`config.mk`:
```
export PLATFORM = sky130hd
export DESIGN_NAME = dgp_pwm_top
export DESIGN_NICKNAME = d
export VERILOG_FILES = /design/src/design/dgp_pkg.sv /design/src/design/dgp_sync.sv /design/src/design/dgp_pwm_top.sv
export SDC_FILE = /design/constraint.sdc
export NUM_CORES = 1
export LEC_CHECK = 0
export ABC_AREA = 1
export BUFFER_PORTS_ARGS = -buffer_cell sky130_fd_sc_hd__buf_2
export CAP_MARGIN = 20
export CELL_PAD_IN_SITES_DETAIL_PLACEMENT = 1
export CELL_PAD_IN_SITES_GLOBAL_PLACEMENT = 1
export CORE_MARGIN = 3
export CORE_UTILIZATION = 48
export DETAILED_ROUTE_END_ITERATION = 12
export GPL_TIMING_DRIVEN = 0
export PLACE_DENSITY_LB_ADDON = 0.1
export SLEW_MARGIN = 10
export SYNTH_ARGS = -nofsm -noshare
export SYNTH_HDL_FRONTEND = slang
export SYNTH_SLANG_ARGS = --single-unit
```
`constraint.sdc`:
```
create_clock -name clk_sys -period 5 [get_ports clk_sys]
set_input_delay 0.5 -clock clk_sys [delete_from_list [all_inputs] [get_ports clk_sys]]
set_output_delay 0.5 -clock clk_sys [all_outputs]
set_load 0.005 [all_outputs]
```
`src/design/dgp_pkg.sv`:
```
package dgp_pkg;
  // System clock and the internal switching oscillator it stands in for
  localparam int CLK_HZ = 200_000_000;
  localparam int OSC_HZ = 8_000_000;
  // System clocks per oscillator edge (25 at 200 MHz)
  localparam int TICK_DIV = CLK_HZ / OSC_HZ;
  // Legal switching divisor range
  localparam int N_MIN = 4;
  localparam int N_MAX = 256;
  // Divisor floor as a register value (register holds N - 1)
  localparam logic [7:0] PERIOD_FLOOR = 8'(N_MIN - 1);

  // Register offsets
  localparam logic [3:0] ADDR_PERIOD = 4'h0;
  localparam logic [3:0] ADDR_DUTY = 4'h1;
  localparam logic [3:0] ADDR_DEAD = 4'h2;
  localparam logic [3:0] ADDR_DRV_EN = 4'h3;
  localparam logic [3:0] ADDR_ABLK_EN = 4'h4;
  localparam logic [3:0] ADDR_FLAGS = 4'h5;
  localparam logic [3:0] ADDR_MASK = 4'h6;
  localparam logic [3:0] ADDR_STATUS = 4'h7;
  localparam logic [3:0] ADDR_ATEST = 4'h8;

  // Reset values
  localparam logic [7:0] RST_PERIOD = 8'hff;
  localparam logic [7:0] RST_DUTY = 8'h80;
  localparam logic [7:0] RST_DEAD = 8'h04;
  localparam logic [1:0] RST_DRV_EN = 2'h0;
  localparam logic RST_VAMP_DIS = 1'b0;
  localparam logic [1:0] RST_FLAGS = 2'h0;
  localparam logic [1:0] RST_MASK = 2'h0;
  localparam logic [2:0] RST_ATEST = 3'h0;

  // Field positions
  localparam int BIT_EN_PRI = 0;
  localparam int BIT_EN_SEC = 1;
  localparam int BIT_VAMP_DIS = 0;
  localparam int BIT_OVERTEMP = 0;
  localparam int BIT_OVERVOLT = 1;
  localparam int ATEST_W = 3;
  // Test mux code that selects the second temperature monitor
  localparam logic [2:0] ATEST_TEMP_MON = 3'h1;

  // Switching sequence states
  typedef enum logic [2:0] {
    ST_IDLE,
    ST_DEAD_P,
    ST_PRI_ON,
    ST_DEAD_S,
    ST_SEC_ON
  } dgp_state_type;
endpackage

```
`src/design/dgp_sync.sv`:
```
`timescale 1ns/1ps
module dgp_sync #(
  parameter int W = 4
) (
  input wire logic clk_sys,
  input wire logic rst,
  input wire logic [W-1:0] async_in,
  output logic [W-1:0] sync_out
);
  // Two-stage synchroniser per bit; stage one feeds stage two only
  genvar i;
  generate
    for (i = 0; i < W; i++) begin : g_bit
      logic meta_ff;
      logic sync_ff;
      always_ff @(posedge clk_sys or posedge rst) begin
        if (rst) begin
          meta_ff <= 1'b0;
          sync_ff <= 1'b0;
        end else begin
          meta_ff <= async_in[i];
          sync_ff <= meta_ff;
        end
      end
      assign sync_out[i] = sync_ff;
    end
  endgenerate
endmodule // dgp_sync

```
`src/design/dgp_pwm_top.sv`:
```
// Function
// - Period counted in whole 8 MHz edges
// - Frequency is 8 MHz over N, 4..256
// - Primary on-time capped by duty limit
// - Cycle start from period only, not comparator
// - Reference to voltage amplifier by default
// - Disable bit routes reference to OV comparator
// - Overvoltage comparator raises interrupt request
// - Each drive gated by own enable
// - Programmable dead time, drives never overlap
// - Over-temperature forces both drives off
// - Entering shutdown sets overtemp flag
// - Resume only after cooling to 130 C
// - Temperature monitor selectable on test mux
// - Current trip latches primary off until cycle
// - Dead time before secondary goes high
`timescale 1ns/1ps
module dgp_pwm_top
  import dgp_pkg::*;
(
  input wire logic clk_sys,
  input wire logic rst,
  input wire logic [3:0] addr,
  input wire logic [7:0] wr_data,
  input wire logic wr_stb,
  input wire logic rd_stb,
  output logic [7:0] rd_data,
  input wire logic current_trip_in,
  input wire logic ov_cmp_in,
  input wire logic temp_hot_in,
  input wire logic temp_cool_in,
  output logic primary_gate_drive,
  output logic secondary_gate_drive,
  output logic ref_to_vamp,
  output logic ref_to_ovcmp,
  output logic [ATEST_W-1:0] atest_mux_sel,
  output logic irq
);
  // Width of the oscillator edge divider
  // (one count per system clock, wrapping once per oscillator period)
  localparam int TW = $clog2(TICK_DIV);
  localparam logic [TW-1:0] TICK_LAST = TW'(TICK_DIV - 1);

  // Synchronised pins
  // Analog-side pins, so each passes two flops before use
  logic [3:0] pins_sync;
  logic trip_s;
  logic ov_s;
  logic hot_s;
  logic cool_s;

  // Software registers
  // All come out of reset at the package values
  logic [7:0] period_ff;
  logic [7:0] duty_ff;
  logic [7:0] dead_time_ff;
  logic [1:0] drv_en_ff;
  logic vamp_dis_ff;
  logic [1:0] flags_ff;
  logic [1:0] mask_ff;
  logic [ATEST_W-1:0] atest_ff;

  // Timing state
  // Everything counts system clocks except the period count
  logic [TW-1:0] tick_cnt_ff;
  logic [7:0] per_cnt_ff;
  logic [7:0] dead_cnt_ff;
  dgp_state_type state_ff;
  dgp_state_type nxt_state;
  logic shutdown_ff;
  logic ov_prev_ff;
  logic pri_ff;
  logic sec_ff;
  logic [7:0] rd_data_ff;

  // Decoded strobes
  // Unmapped offsets decode to nothing, so such writes are dropped
  wire wr_period = wr_stb && (addr == ADDR_PERIOD);
  wire wr_duty = wr_stb && (addr == ADDR_DUTY);
  wire wr_dead = wr_stb && (addr == ADDR_DEAD);
  wire wr_drv_en = wr_stb && (addr == ADDR_DRV_EN);
  wire wr_ablk = wr_stb && (addr == ADDR_ABLK_EN);
  wire wr_flags = wr_stb && (addr == ADDR_FLAGS);
  wire wr_mask = wr_stb && (addr == ADDR_MASK);
  wire wr_atest = wr_stb && (addr == ADDR_ATEST);

  // Pin synchronisers, two flops each before any logic
  dgp_sync #(
    .W(4)
  ) u_sync (
    .clk_sys(clk_sys),
    .rst(rst),
    .async_in({temp_cool_in, temp_hot_in, ov_cmp_in, current_trip_in}),
    .sync_out(pins_sync)
  );
  assign trip_s = pins_sync[0];
  assign ov_s = pins_sync[1];
  assign hot_s = pins_sync[2];
  assign cool_s = pins_sync[3];

  // Oscillator edge: one pulse per 8 MHz period, a single edge only
  // Every switching period is a whole number of these pulses
  wire osc_tick = (tick_cnt_ff == TICK_LAST);

  // Effective divisor, clamped so N never drops below its floor
  // Register values 0..2 would ask for N below 4, which the grid
  // cannot give; they read back as written but run as 3
  wire [7:0] n_last = (period_ff < PERIOD_FLOOR) ? PERIOD_FLOOR : period_ff;

  // Cycle start comes from the period counter alone; the
  // magnetic-drain comparator has no path into it here
  // Quasi-resonant restart is not built: fixed frequency only
  wire cycle_start = osc_tick && (per_cnt_ff == n_last);

  // Primary ends on a current trip or at the duty cap
  // Duty counts from cycle start, leading dead time included, so a
  // limit of zero still lets the primary on for one clock
  wire duty_reached = (per_cnt_ff >= duty_ff);
  wire pri_stop = trip_s || duty_reached;

  // Dead-time counter exhausted
  wire dead_done = (dead_cnt_ff == 8'h00);

  // Overvoltage edge, counted only while the comparator owns the reference
  // While the amplifier owns the reference the comparator is idle
  wire ov_event = ov_s && !ov_prev_ff && vamp_dis_ff;

  // Shutdown entry edge
  wire ot_event = hot_s && !shutdown_ff;

  // Write-one-to-clear requests per flag
  wire clr_overtemp = wr_flags && wr_data[BIT_OVERTEMP];
  wire clr_overvolt = wr_flags && wr_data[BIT_OVERVOLT];

  // Oscillator edge divider
  // Free-running, so a new period starts on the existing grid
  always_ff @(posedge clk_sys or posedge rst) begin
    if (rst) begin
      tick_cnt_ff <= '0;
    end else if (osc_tick) begin
      tick_cnt_ff <= '0;
    end else begin
      tick_cnt_ff <= tick_cnt_ff + TW'(1);
    end
  end

  // Period counter in whole oscillator periods
  // Shortening the period mid-count lets this run on to 255 and wrap,
  // so one long period can follow such a write
  always_ff @(posedge clk_sys or posedge rst) begin
    if (rst) begin
      per_cnt_ff <= 8'h00;
    end else if (cycle_start) begin
      per_cnt_ff <= 8'h00;
    end else if (osc_tick) begin
      per_cnt_ff <= per_cnt_ff + 8'h01;
    end
  end

  // Sequence: dead, primary, dead, secondary, repeat each period.
  // Leaving the primary state before the next start acts as the
  // set-reset latch that keeps the switch off for the rest of the cycle.
  always_comb begin
    nxt_state = state_ff;
    unique case (state_ff)
      ST_IDLE: begin
        if (cycle_start) begin
          nxt_state = ST_DEAD_P;
        end
      end
      ST_DEAD_P: begin
        // Secondary already off; wait before primary turns on
        if (dead_done) begin
          nxt_state = ST_PRI_ON;
        end
      end
      ST_PRI_ON: begin
        if (cycle_start) begin
          nxt_state = ST_DEAD_P;
        end else if (pri_stop) begin
          nxt_state = ST_DEAD_S;
        end
      end
      ST_DEAD_S: begin
        // Primary off; hold secondary off for the dead time
        if (cycle_start) begin
          nxt_state = ST_DEAD_P;
        end else if (dead_done) begin
          nxt_state = ST_SEC_ON;
        end
      end
      ST_SEC_ON: begin
        if (cycle_start) begin
          nxt_state = ST_DEAD_P;
        end
      end
      // Unused codes fall back to idle and wait for a period start
      default: begin
        nxt_state = ST_IDLE;
      end
    endcase
    // Thermal shutdown overrides everything
    if (shutdown_ff) begin
      nxt_state = ST_IDLE;
    end
  end

  // State register
  // Shutdown forces idle through the next-state logic, not here
  always_ff @(posedge clk_sys or posedge rst) begin
    if (rst) begin
      state_ff <= ST_IDLE;
    end else begin
      state_ff <= nxt_state;
    end
  end

  // Dead-time counter, reloaded on every state change
  // A setting of zero still leaves one idle clock between drives
  always_ff @(posedge clk_sys or posedge rst) begin
    if (rst) begin
      dead_cnt_ff <= 8'h00;
    end else if (nxt_state != state_ff) begin
      dead_cnt_ff <= dead_time_ff;
    end else if (!dead_done) begin
      dead_cnt_ff <= dead_cnt_ff - 8'h01;
    end
  end

  // Thermal latch: set at the hot limit, cleared only once cool.
  // Hot wins if both inputs ever read high together.
  // Cool alone never restarts a drive mid-period: the sequence waits
  // in idle for the next period start
  always_ff @(posedge clk_sys or posedge rst) begin
    if (rst) begin
      shutdown_ff <= 1'b0;
    end else if (hot_s) begin
      shutdown_ff <= 1'b1;
    end else if (cool_s) begin
      shutdown_ff <= 1'b0;
    end
  end

  // Drive outputs; both states registered alike so spacing holds
  // Built from the next state so the pins are flops without a cycle
  // of lag; an enable set mid-phase takes effect at once
  always_ff @(posedge clk_sys or posedge rst) begin
    if (rst) begin
      pri_ff <= 1'b0;
      sec_ff <= 1'b0;
    end else begin
      pri_ff <= (nxt_state == ST_PRI_ON) && drv_en_ff[BIT_EN_PRI];
      sec_ff <= (nxt_state == ST_SEC_ON) && drv_en_ff[BIT_EN_SEC];
    end
  end
  assign primary_gate_drive = pri_ff;
  assign secondary_gate_drive = sec_ff;

  // Reference steering follows the voltage amplifier disable bit
  assign ref_to_vamp = !vamp_dis_ff;
  assign ref_to_ovcmp = vamp_dis_ff;

  // Test mux select; ATEST_TEMP_MON routes the temperature monitor
  // Other codes pass through for the mux's other inputs
  assign atest_mux_sel = atest_ff;

  // Configuration registers
  // Bits above each field are ignored on write
  always_ff @(posedge clk_sys or posedge rst) begin
    if (rst) begin
      period_ff <= RST_PERIOD;
      duty_ff <= RST_DUTY;
      dead_time_ff <= RST_DEAD;
      drv_en_ff <= RST_DRV_EN;
      vamp_dis_ff <= RST_VAMP_DIS;
      mask_ff <= RST_MASK;
      atest_ff <= RST_ATEST;
    end else begin
      if (wr_period) begin
        period_ff <= wr_data;
      end
      if (wr_duty) begin
        duty_ff <= wr_data;
      end
      if (wr_dead) begin
        dead_time_ff <= wr_data;
      end
      if (wr_drv_en) begin
        drv_en_ff <= wr_data[1:0];
      end
      if (wr_ablk) begin
        vamp_dis_ff <= wr_data[BIT_VAMP_DIS];
      end
      if (wr_mask) begin
        mask_ff <= wr_data[1:0];
      end
      if (wr_atest) begin
        atest_ff <= wr_data[ATEST_W-1:0];
      end
    end
  end

  // Sticky flags: write one to clear; a new event beats the clear
  always_ff @(posedge clk_sys or posedge rst) begin
    if (rst) begin
      flags_ff <= RST_FLAGS;
      ov_prev_ff <= 1'b0;
    end else begin
      ov_prev_ff <= ov_s;
      flags_ff[BIT_OVERTEMP] <= ot_event || (flags_ff[BIT_OVERTEMP] && !clr_overtemp);
      flags_ff[BIT_OVERVOLT] <= ov_event || (flags_ff[BIT_OVERVOLT] && !clr_overvolt);
    end
  end

  // Level interrupt while any unmasked flag is set
  // Masking hides a flag from the line but never clears it
  assign irq = |(flags_ff & mask_ff);

  // Live status word
  // Shutdown, primary, secondary, then the two synchronised pins
  wire [7:0] status_word = {3'h0, hot_s, ov_s, sec_ff, pri_ff, shutdown_ff};

  // Read selection; unmapped offsets read as zero
  wire [7:0] rd_mux =
    (addr == ADDR_PERIOD) ? period_ff :
    (addr == ADDR_DUTY) ? duty_ff :
    (addr == ADDR_DEAD) ? dead_time_ff :
    (addr == ADDR_DRV_EN) ? {6'h00, drv_en_ff} :
    (addr == ADDR_ABLK_EN) ? {7'h00, vamp_dis_ff} :
    (addr == ADDR_FLAGS) ? {6'h00, flags_ff} :
    (addr == ADDR_MASK) ? {6'h00, mask_ff} :
    (addr == ADDR_STATUS) ? status_word :
    (addr == ADDR_ATEST) ? {5'h00, atest_ff} : 8'h00;

  // Read data valid for one cycle after the strobe, zero otherwise
  // Zero outside the answer cycle so a stale value is never seen
  always_ff @(posedge clk_sys or posedge rst) begin
    if (rst) begin
      rd_data_ff <= 8'h00;
    end else if (rd_stb) begin
      rd_data_ff <= rd_mux;
    end else begin
      rd_data_ff <= 8'h00;
    end
  end
  assign rd_data = rd_data_ff;
endmodule // dgp_pwm_top

```
==> flow_summary_export.csv, run 1 <==
group,metric,value,unit
yosys,synth_seq_area_share,49.25,%
placed_design,dp_hpwl,7915,µm
layout,nets,549,
critical_path,critPathKind,"reg2reg",
timing,slew_headroom,35.39,%
grt,antenna_found_initial,0,
drt,top_layer,"met4",
grt,grt_pass1_wl,18150,µm
clocking,cts_tree,"yes",
clocking,htreeDepth,3,
yosys,syn_area_per_cell,8.487,µm²
timing,skew,0.009479,ns
timing,period_needed,2.440,ns
critical_path,critPathCaptureType,"register",
yosys,synth_area_leaders,"dfrtp_1, nand2_1, dfstp_2",
yosys,synthesis.area,3989,µm²
clocking,clock-sinks,78,
clocking,numCtsBuffers,9,
clocking,cts-resized-gates,0,
yosys,syn_nets,503,
floorplanning,row_count,32,
yosys,synth_most_common_cell,"nand2_1",
layout,final_cells,623,
critical_path,start_kind,"register",
timing,fin_tns_setup,0,ns
grt,grtUsageTotal,24.19,%
layout,syn_to_final_growth,13.33,%
power_and_ir_drop,power_density,384.6,nW/µm²
yosys,synthFlopType,"dfrtp_1",
grt,grt_pass1_vias,3664,
floorplanning,io_pins,36,
drt,drtAntennaViolNets,0,
floorplanning,fp.dieH,97.16,µm
yosys,yosys_warnings,0,
clocking,cts-root-buf,"clkbuf_8",
yosys,synth_top_area_share,42.66,%
timing,drv_slew,0,
floorplanning,chipWidth,97.16,µm
timing,finalSetupViolCount,0,
timing,rsz0062_at_grt,"no",
yosys,syn_inst,470,
drt,drcViolationCount,0,
drt,drt-wirelength-per-cell,16.65,µm
timing,worst_slew_pin_slew,0.9603,ns
layout,post-route-util,57.31,%
drt,route.met2.wl,5311,µm
clocking,cts_setup_buffers,0,
yosys,synth_enable_flop_cells,0,
run_status,status,"finished clean",
clocking,clkTransAtPathRegs,0.08,ns
timing,fmax,409.9,MHz
floorplanning,die-area,9440,µm²
drt,vias,3315,
yosys,ys_ff_latch,78,
timing,final_hold_viol_count,0,
layout,diodes,0,
drt,drtPass1Iterations,4,
drt,first_iter_violations,96,
worst_hold_path,hp-class,"in2async",
grt,grt_start_max_net_pins,41,
drt,wirelength,10370,µm
timing,fin_crit_sh,48.80,%
yosys,synth_common_cells,"nand2_1, dfrtp_1, inv_1, o21ai_0, nor2_1",
clocking,cts_buffer_depth,2,
critical_path,cp.required,5.28,ns
timing,holdWs,0.1810,ns
drt,met1_length,4504,µm
drt,avgViaCountPerCell,5.321,
power_and_ir_drop,ir_worst_vdd,0.0002159,V
placed_design,portBuffers,34,
clocking,insertion_delay,0.36,ns
yosys,async_reset_ff_share,100.0,%
floorplanning,initial_core_util,50.57,%
flow_run,drv_cap,0,
grt,grt_overflow,0,
critical_path,worstPathMaxFanout,10,
drt,route.met3.wl,319,µm
yosys,ys_types,38,
placed_design,pre_cts_ws,2.631,ns
critical_path,critical_path_arrival,2.72,ns
floorplanning,coreArea,7888,µm²
layout,drive_gt1_share,18.04,%
timing,finalWorstSetupSlack,2.560,ns
clocking,postCtsHoldBufs,0,
placed_design,place_congestion,0.8297,
yosys,synth.largest_area_cell,"dfrtp_1",
placed_design,dp_cells,607,
power_and_ir_drop,leakage,2.288,nW
power by group:
group / leakage, nW / internal [mW] / switching [mW]
Clock: 0.106 / 0.271 / 0.227
Combinational: 1.22 / 0.166 / 0.235
Sequential: 0.963 / 0.741 / 0.0984
Total: 2.29 / 1.18 / 0.560
worst paths after layout:
| check | start | end | slack, ns | cells after the start |
|---|---|---|---|---|
| setup / recovery | duty_ff[7] | dead_cnt_ff[4] | 2.56 | 15 |
| hold / removal | rst | dead_time_ff[7] | 0.18 | 2 |
| setup reg to reg | duty_ff[7] | dead_cnt_ff[4] | 2.56 | 15 |
| hold reg to reg | u_sync.g_bit[0].meta_ff | u_sync.g_bit[0].sync_ff | 0.35 | 0 |
| max in group asynchronous | rst | period_ff[4] | 4.18 | 3 |
| min in group clk_sys | ov_cmp_in | u_sync.g_bit[1].meta_ff | 0.24 | 1 |
cell usage in the layout (no fill, tap or decap), drive strengths merged:
cell	instances
nand2	122
dfrtp	68
inv	65
o21ai	55
nor2	48
buf	38
nand3	19
clkbuf	17
a21oi	15
ha	13
xor2	10
dfstp	10
nand4	7
xnor2	6
o211ai	4
nor3	3
nor3b	3
a221oi	3
a211oi	2
o2111ai	2
o22ai	2
o21a	1
or2	1
nor4	1
a41oi	1
o31ai	1
a22o	1
clkinv	1
bufinv	1
clkinvlp	1
layer usage:
metal,GRT usage [%],up-vias
met1,30.90,1634
met3,3.805,20
met4,8.963,0
met2,41.40,52
li1,-,1609
met5,0,-
flip-flops by register name, indices dropped and copies added, names as in the netlist, 3 cells and up:
name	cells
period_ff	8
rd_data	8
u_sync.g_bit.sync_ff	4
dead_time_ff	8
tick_cnt_ff	5
duty_ff	8
dead_cnt_ff	8
u_sync.g_bit.meta_ff	4
per_cnt_ff	8
state_ff	3
atest_mux_sel	3
area by class of cell:
| type | instances | area [µm²] |
|---|---|---|
| tap | 102 | 127.6 |
| sequential | 78 | 1964 |
| inverter | 65 | 246.5 |
| timing repair buffer | 35 | 190.2 |
| fill | 979 | 3367 |
| clock buffer | 13 | 168.9 |
| buffer | 7 | 42.54 |
| multi-input combinational | 320 | 1738 |
| clock inverter | 3 | 42.54 |
critical path, stage by stage (launching register included):
cell	delay, ns
dfstp_2	0.54
inv_1	0.07
ha_1	0.31
a21oi_1	0.17
o21a_1	0.14
nand3_1	0.09
nor2_1	0.17
nand2_1	0.08
nand2_1	0.07
nand3_2	0.09
nand2_1	0.14
nand2_2	0.10
nand3_4	0.10
buf_6	0.17
nand2_2	0.06
o21ai_2	0.05
cell families (layout without fill, tap and decap cells):
family	after synthesis	after routing	synth area share [%]
flip-flops	78	78	49.25
buffers and inverters	72	123	7.183
AND/OR/NAND/NOR	204	204	22.99
adder cells (fa/ha/maj)	13	13	4.078
AO/OA/AOI/OAI	87	87	12.99
XOR/XNOR	16	16	3.513
per-stage QoR:
stage	total power, mW	cell area (µm²)
detailed placement	1.249	4309
floorplan	1.116	3989
global placement	1.217	4287
finish	1.738	4521
global route	1.865	4521
CTS	1.752	4521
Power figures use the tool's default switching activity.
==> run 2: changes to the inputs <==
Settings changed: ABC_AREA 1 to 0, CORE_UTILIZATION 48 to 43.
Clock period 5 ns to 2.1 ns, I/O delays scaled along.
==> flow_summary_export.csv, run 2 <==
group,metric,value,unit
run_status,status,"complete, but fails checks",
run_status,violations,"negative setup slack",
timing,finalSetupViolCount,9,
floorplanning,fp.dieH,102.2,µm
critical_path,slowest_delay,0.58,ns
yosys,synth_top_family_by_area,"simple AND/OR/NAND/NOR gates",
grt,use_met3,4.164,%
yosys,synth-compound-area-share,10.66,%
clocking,htreeDepth,3,
floorplanning,io_pins,36,
floorplanning,row_count,34,
layout,final_common_cell,"dfrtp_1",
critical_path,critPathCaptureType,"register",
grt,top_usage_layer,"met2",
critical_path,cp_top_family,"compound AO/OA/AOI/OAI gates",
placed_design,portBuffers,32,
yosys,synth.largest_area_cell,"dfrtp_1",
power_and_ir_drop,sw_frac_of_total,30.84,%
grt,antenna_found_initial,0,
layout,syn_to_final_growth,20.60,%
layout,regArea,1968,µm²
timing,skew,0.007502,ns
timing,fin_crit_sh,109.5,%
layout,multi_input_comb_area,1983,µm²
clocking,cts-root-buf,"clkbuf_8",
timing,worst_slew_pin_slew,0.7349,ns
power_and_ir_drop,seq_power_share,47.6,%
yosys,synth_seq_area_share,49.39,%
clocking,cts_tree,"yes",
timing,drv_slew,0,
yosys,yosys.area_share.simple,14.50,%
yosys,synthesis.area,3978,µm²
yosys,yosys_warnings,0,
grt,grt_start_max_net_pins,39,
drt,wirelength,10100,µm
floorplanning,die-area,10440,µm²
layout,num-fill-cells,966,
critical_path,start_kind,"register",
layout,drive_gt1_share,31.51,%
yosys,async_reset_ff_share,100.0,%
drt,drcViolationCount,0,
power_and_ir_drop,comb_power_share,25.9,%
drt,drtAntennaViolNets,0,
drt,vias,2992,
yosys,synth_common_cells,"dfrtp_1, mux2_2, nand2_1, nor2_1, o21ai_0",
yosys,synth.area.mux_share,13.40,%
yosys,ys_ff_latch,78,
timing,finalWorstSetupSlack,-0.1998,ns
grt,grt_pass1_vias,3249,
placed_design,place_congestion,0.7996,
timing,holdWs,0.1487,ns
clocking,clock-sinks,78,
timing,period_needed,2.300,ns
yosys,ys_types,52,
layout,stdcell_area,4797,µm²
layout,nets,466,
drt,drtPass1Iterations,4,
yosys,synth_fa_ha_area_share,4.089,%
power_and_ir_drop,pwr-share-clk,26.5,%
timing,final_hold_viol_count,0,
grt,met1_usage,27.67,%
yosys,synth_xor_area_share,4.184,%
grt,grt_overflow,0,
critical_path,worst-path-buf-inv,2,
floorplanning,chipWidth,102.2,µm
clocking,cts_buffer_depth,2,
timing,fmax,434.8,MHz
yosys,syn_area_per_cell,10.69,µm²
yosys,synthFlopType,"dfrtp_1",
critical_path,worstPathMaxFanout,8,
critical_path,critical_path_arrival,2.53,ns
yosys,synth_enable_flop_cells,0,
clocking,clkTransAtPathRegs,0.09,ns
drt,avgViaCountPerCell,5.480,
critical_path,crit_path_cell_trace,"xor2_1 -> nor3_1 -> o21a_1 -> o21a_4 -> buf_4 -> a22o_4 -> a21oi_4 -> buf_12 -> mux2_4",
flow_run,drv_cap,0,
placed_design,dp_cells,514,
drt,first_iter_violations,89,
clocking,insertion_delay,0.34,ns
yosys,synth_area_leaders,"dfrtp_1, mux2_2, dfstp_2",
yosys,synth_top_area_share,42.78,%
layout,diodes,0,
grt,grtUsageTotal,21.07,%
placed_design,placedInstanceArea,4389,µm²
worst_hold_path,hp-class,"in2reg",
critical_path,cp.required,2.33,ns
clocking,numCtsBuffers,9,
yosys,syn_inst,372,
placed_design,pre_cts_ws,-0.3318,ns
timing,slew_headroom,50.32,%
floorplanning,coreArea,8848,µm²
timing,rsz0062_at_grt,"yes",
drt,drt-wirelength-per-cell,18.50,µm
placed_design,dp_hpwl,7544,µm
critical_path,slowest_stage,"dfstp_2",
grt,grt_pass1_wl,16750,µm
yosys,syn_nets,405,
layout,final_cell_mix,"dfrtp_1, nand2_1, buf_2",
critical_path,critPathKind,"reg2reg",
layout,final_cells,546,
grt,use_met2,34.78,%
power_and_ir_drop,leakage,2.218,nW
power_and_ir_drop,power.internal,2.959,mW
power_and_ir_drop,ir_worst_vdd,0.0004250,V
yosys,synth_most_common_cell,"dfrtp_1",
floorplanning,initial_core_util,44.95,%
power_and_ir_drop,p_total,4.278,mW
power_and_ir_drop,power_density,891.9,nW/µm²
power_and_ir_drop,p_sw,1.320,mW
==> run 2: changes by cell type after synthesis, sizes merged, moves of 5 or more <==
cell    previous run  this run
clkbuf             4         9
inv               65        20
mux2               0        40
mux2i              0         6
nand2            122        35
nand3             19         4
nor2              48        32
nor2b              0         6
o21ai             55        20
==> run 2: path summary, 6_finish.rpt <==
path / depth (start not counted) / slack (ns) / to / start
max: 9 / -0.20 / dead_cnt_ff[4] / period_ff[1]
min: 2 / 0.15 / period_ff[7] / wr_data[7]
max reg2reg: 9 / -0.20 / dead_cnt_ff[4] / period_ff[1]
min reg2reg: 0 / 0.35 / u_sync.g_bit[1].sync_ff / u_sync.g_bit[1].meta_ff
max in group asynchronous: 4 / 1.04 / period_ff[5] / rst
min in group asynchronous: 3 / 0.45 / u_sync.g_bit[2].sync_ff / rst
==> run 2: cell families after synthesis <==
kind of cell               Yosys count
and+or+nand+nor                    115
DFF                                 78
AOI/OAI and AO/OA                   64
muxes                               47
buffers and inverters               36
xor gates and xnor gates            19
adders and majority gates           13
==> run 2: power by group through the flow <==
stage               combinational [mW]  clock (mW)  sequential [mW]
finish                            1.11        1.13             2.04
global route                      1.23        1.23             2.07
CTS                               1.08        1.16             2.04
detailed placement                1.03           0             2.06
global placement                 0.978           0             2.04
floorplan                        0.787           0             1.97
==> run 2: area by class of cell <==
class | instances | area share [%]
Buffer | 15 | 1.539
Clock buffer | 9 | 2.582
Clock inverter | 7 | 1.487
Tap cell | 108 | 2.817
Inverter | 20 | 1.695
Multi-Input combinational cell | 258 | 41.34
Sequential cell | 78 | 41.03
Timing Repair Buffer | 51 | 7.512
==> run 2: routing by layer <==
| layer | part of all wire, % | vias up |
|---|---|---|
| met3 | 2.9 | 13 |
| met2 | 50 | 42 |
| li1 | - | 1423 |
| met1 | 45 | 1514 |
| met5 | 0 | - |
| met4 | 1.8 | 0 |
==> run 2: timing repair <==
action,CTS,global route
pin swaps,3,4
buffers inserted,6,6
gates resized for setup,4,11
hold endpoints to repair,23,0
endpoints found under the setup margin,11,13
hold buffers,5,0
==> run 2: stage by stage <==
stage                     setup TNS, ns  utilization [%]
after floorplan                 -0.6150                -
after global placement           -2.644            49.07
after detailed placement         -3.153            49.60
after CTS                        -1.982            53.22
after global routing             -2.601            54.21
final                            -1.632            54.21
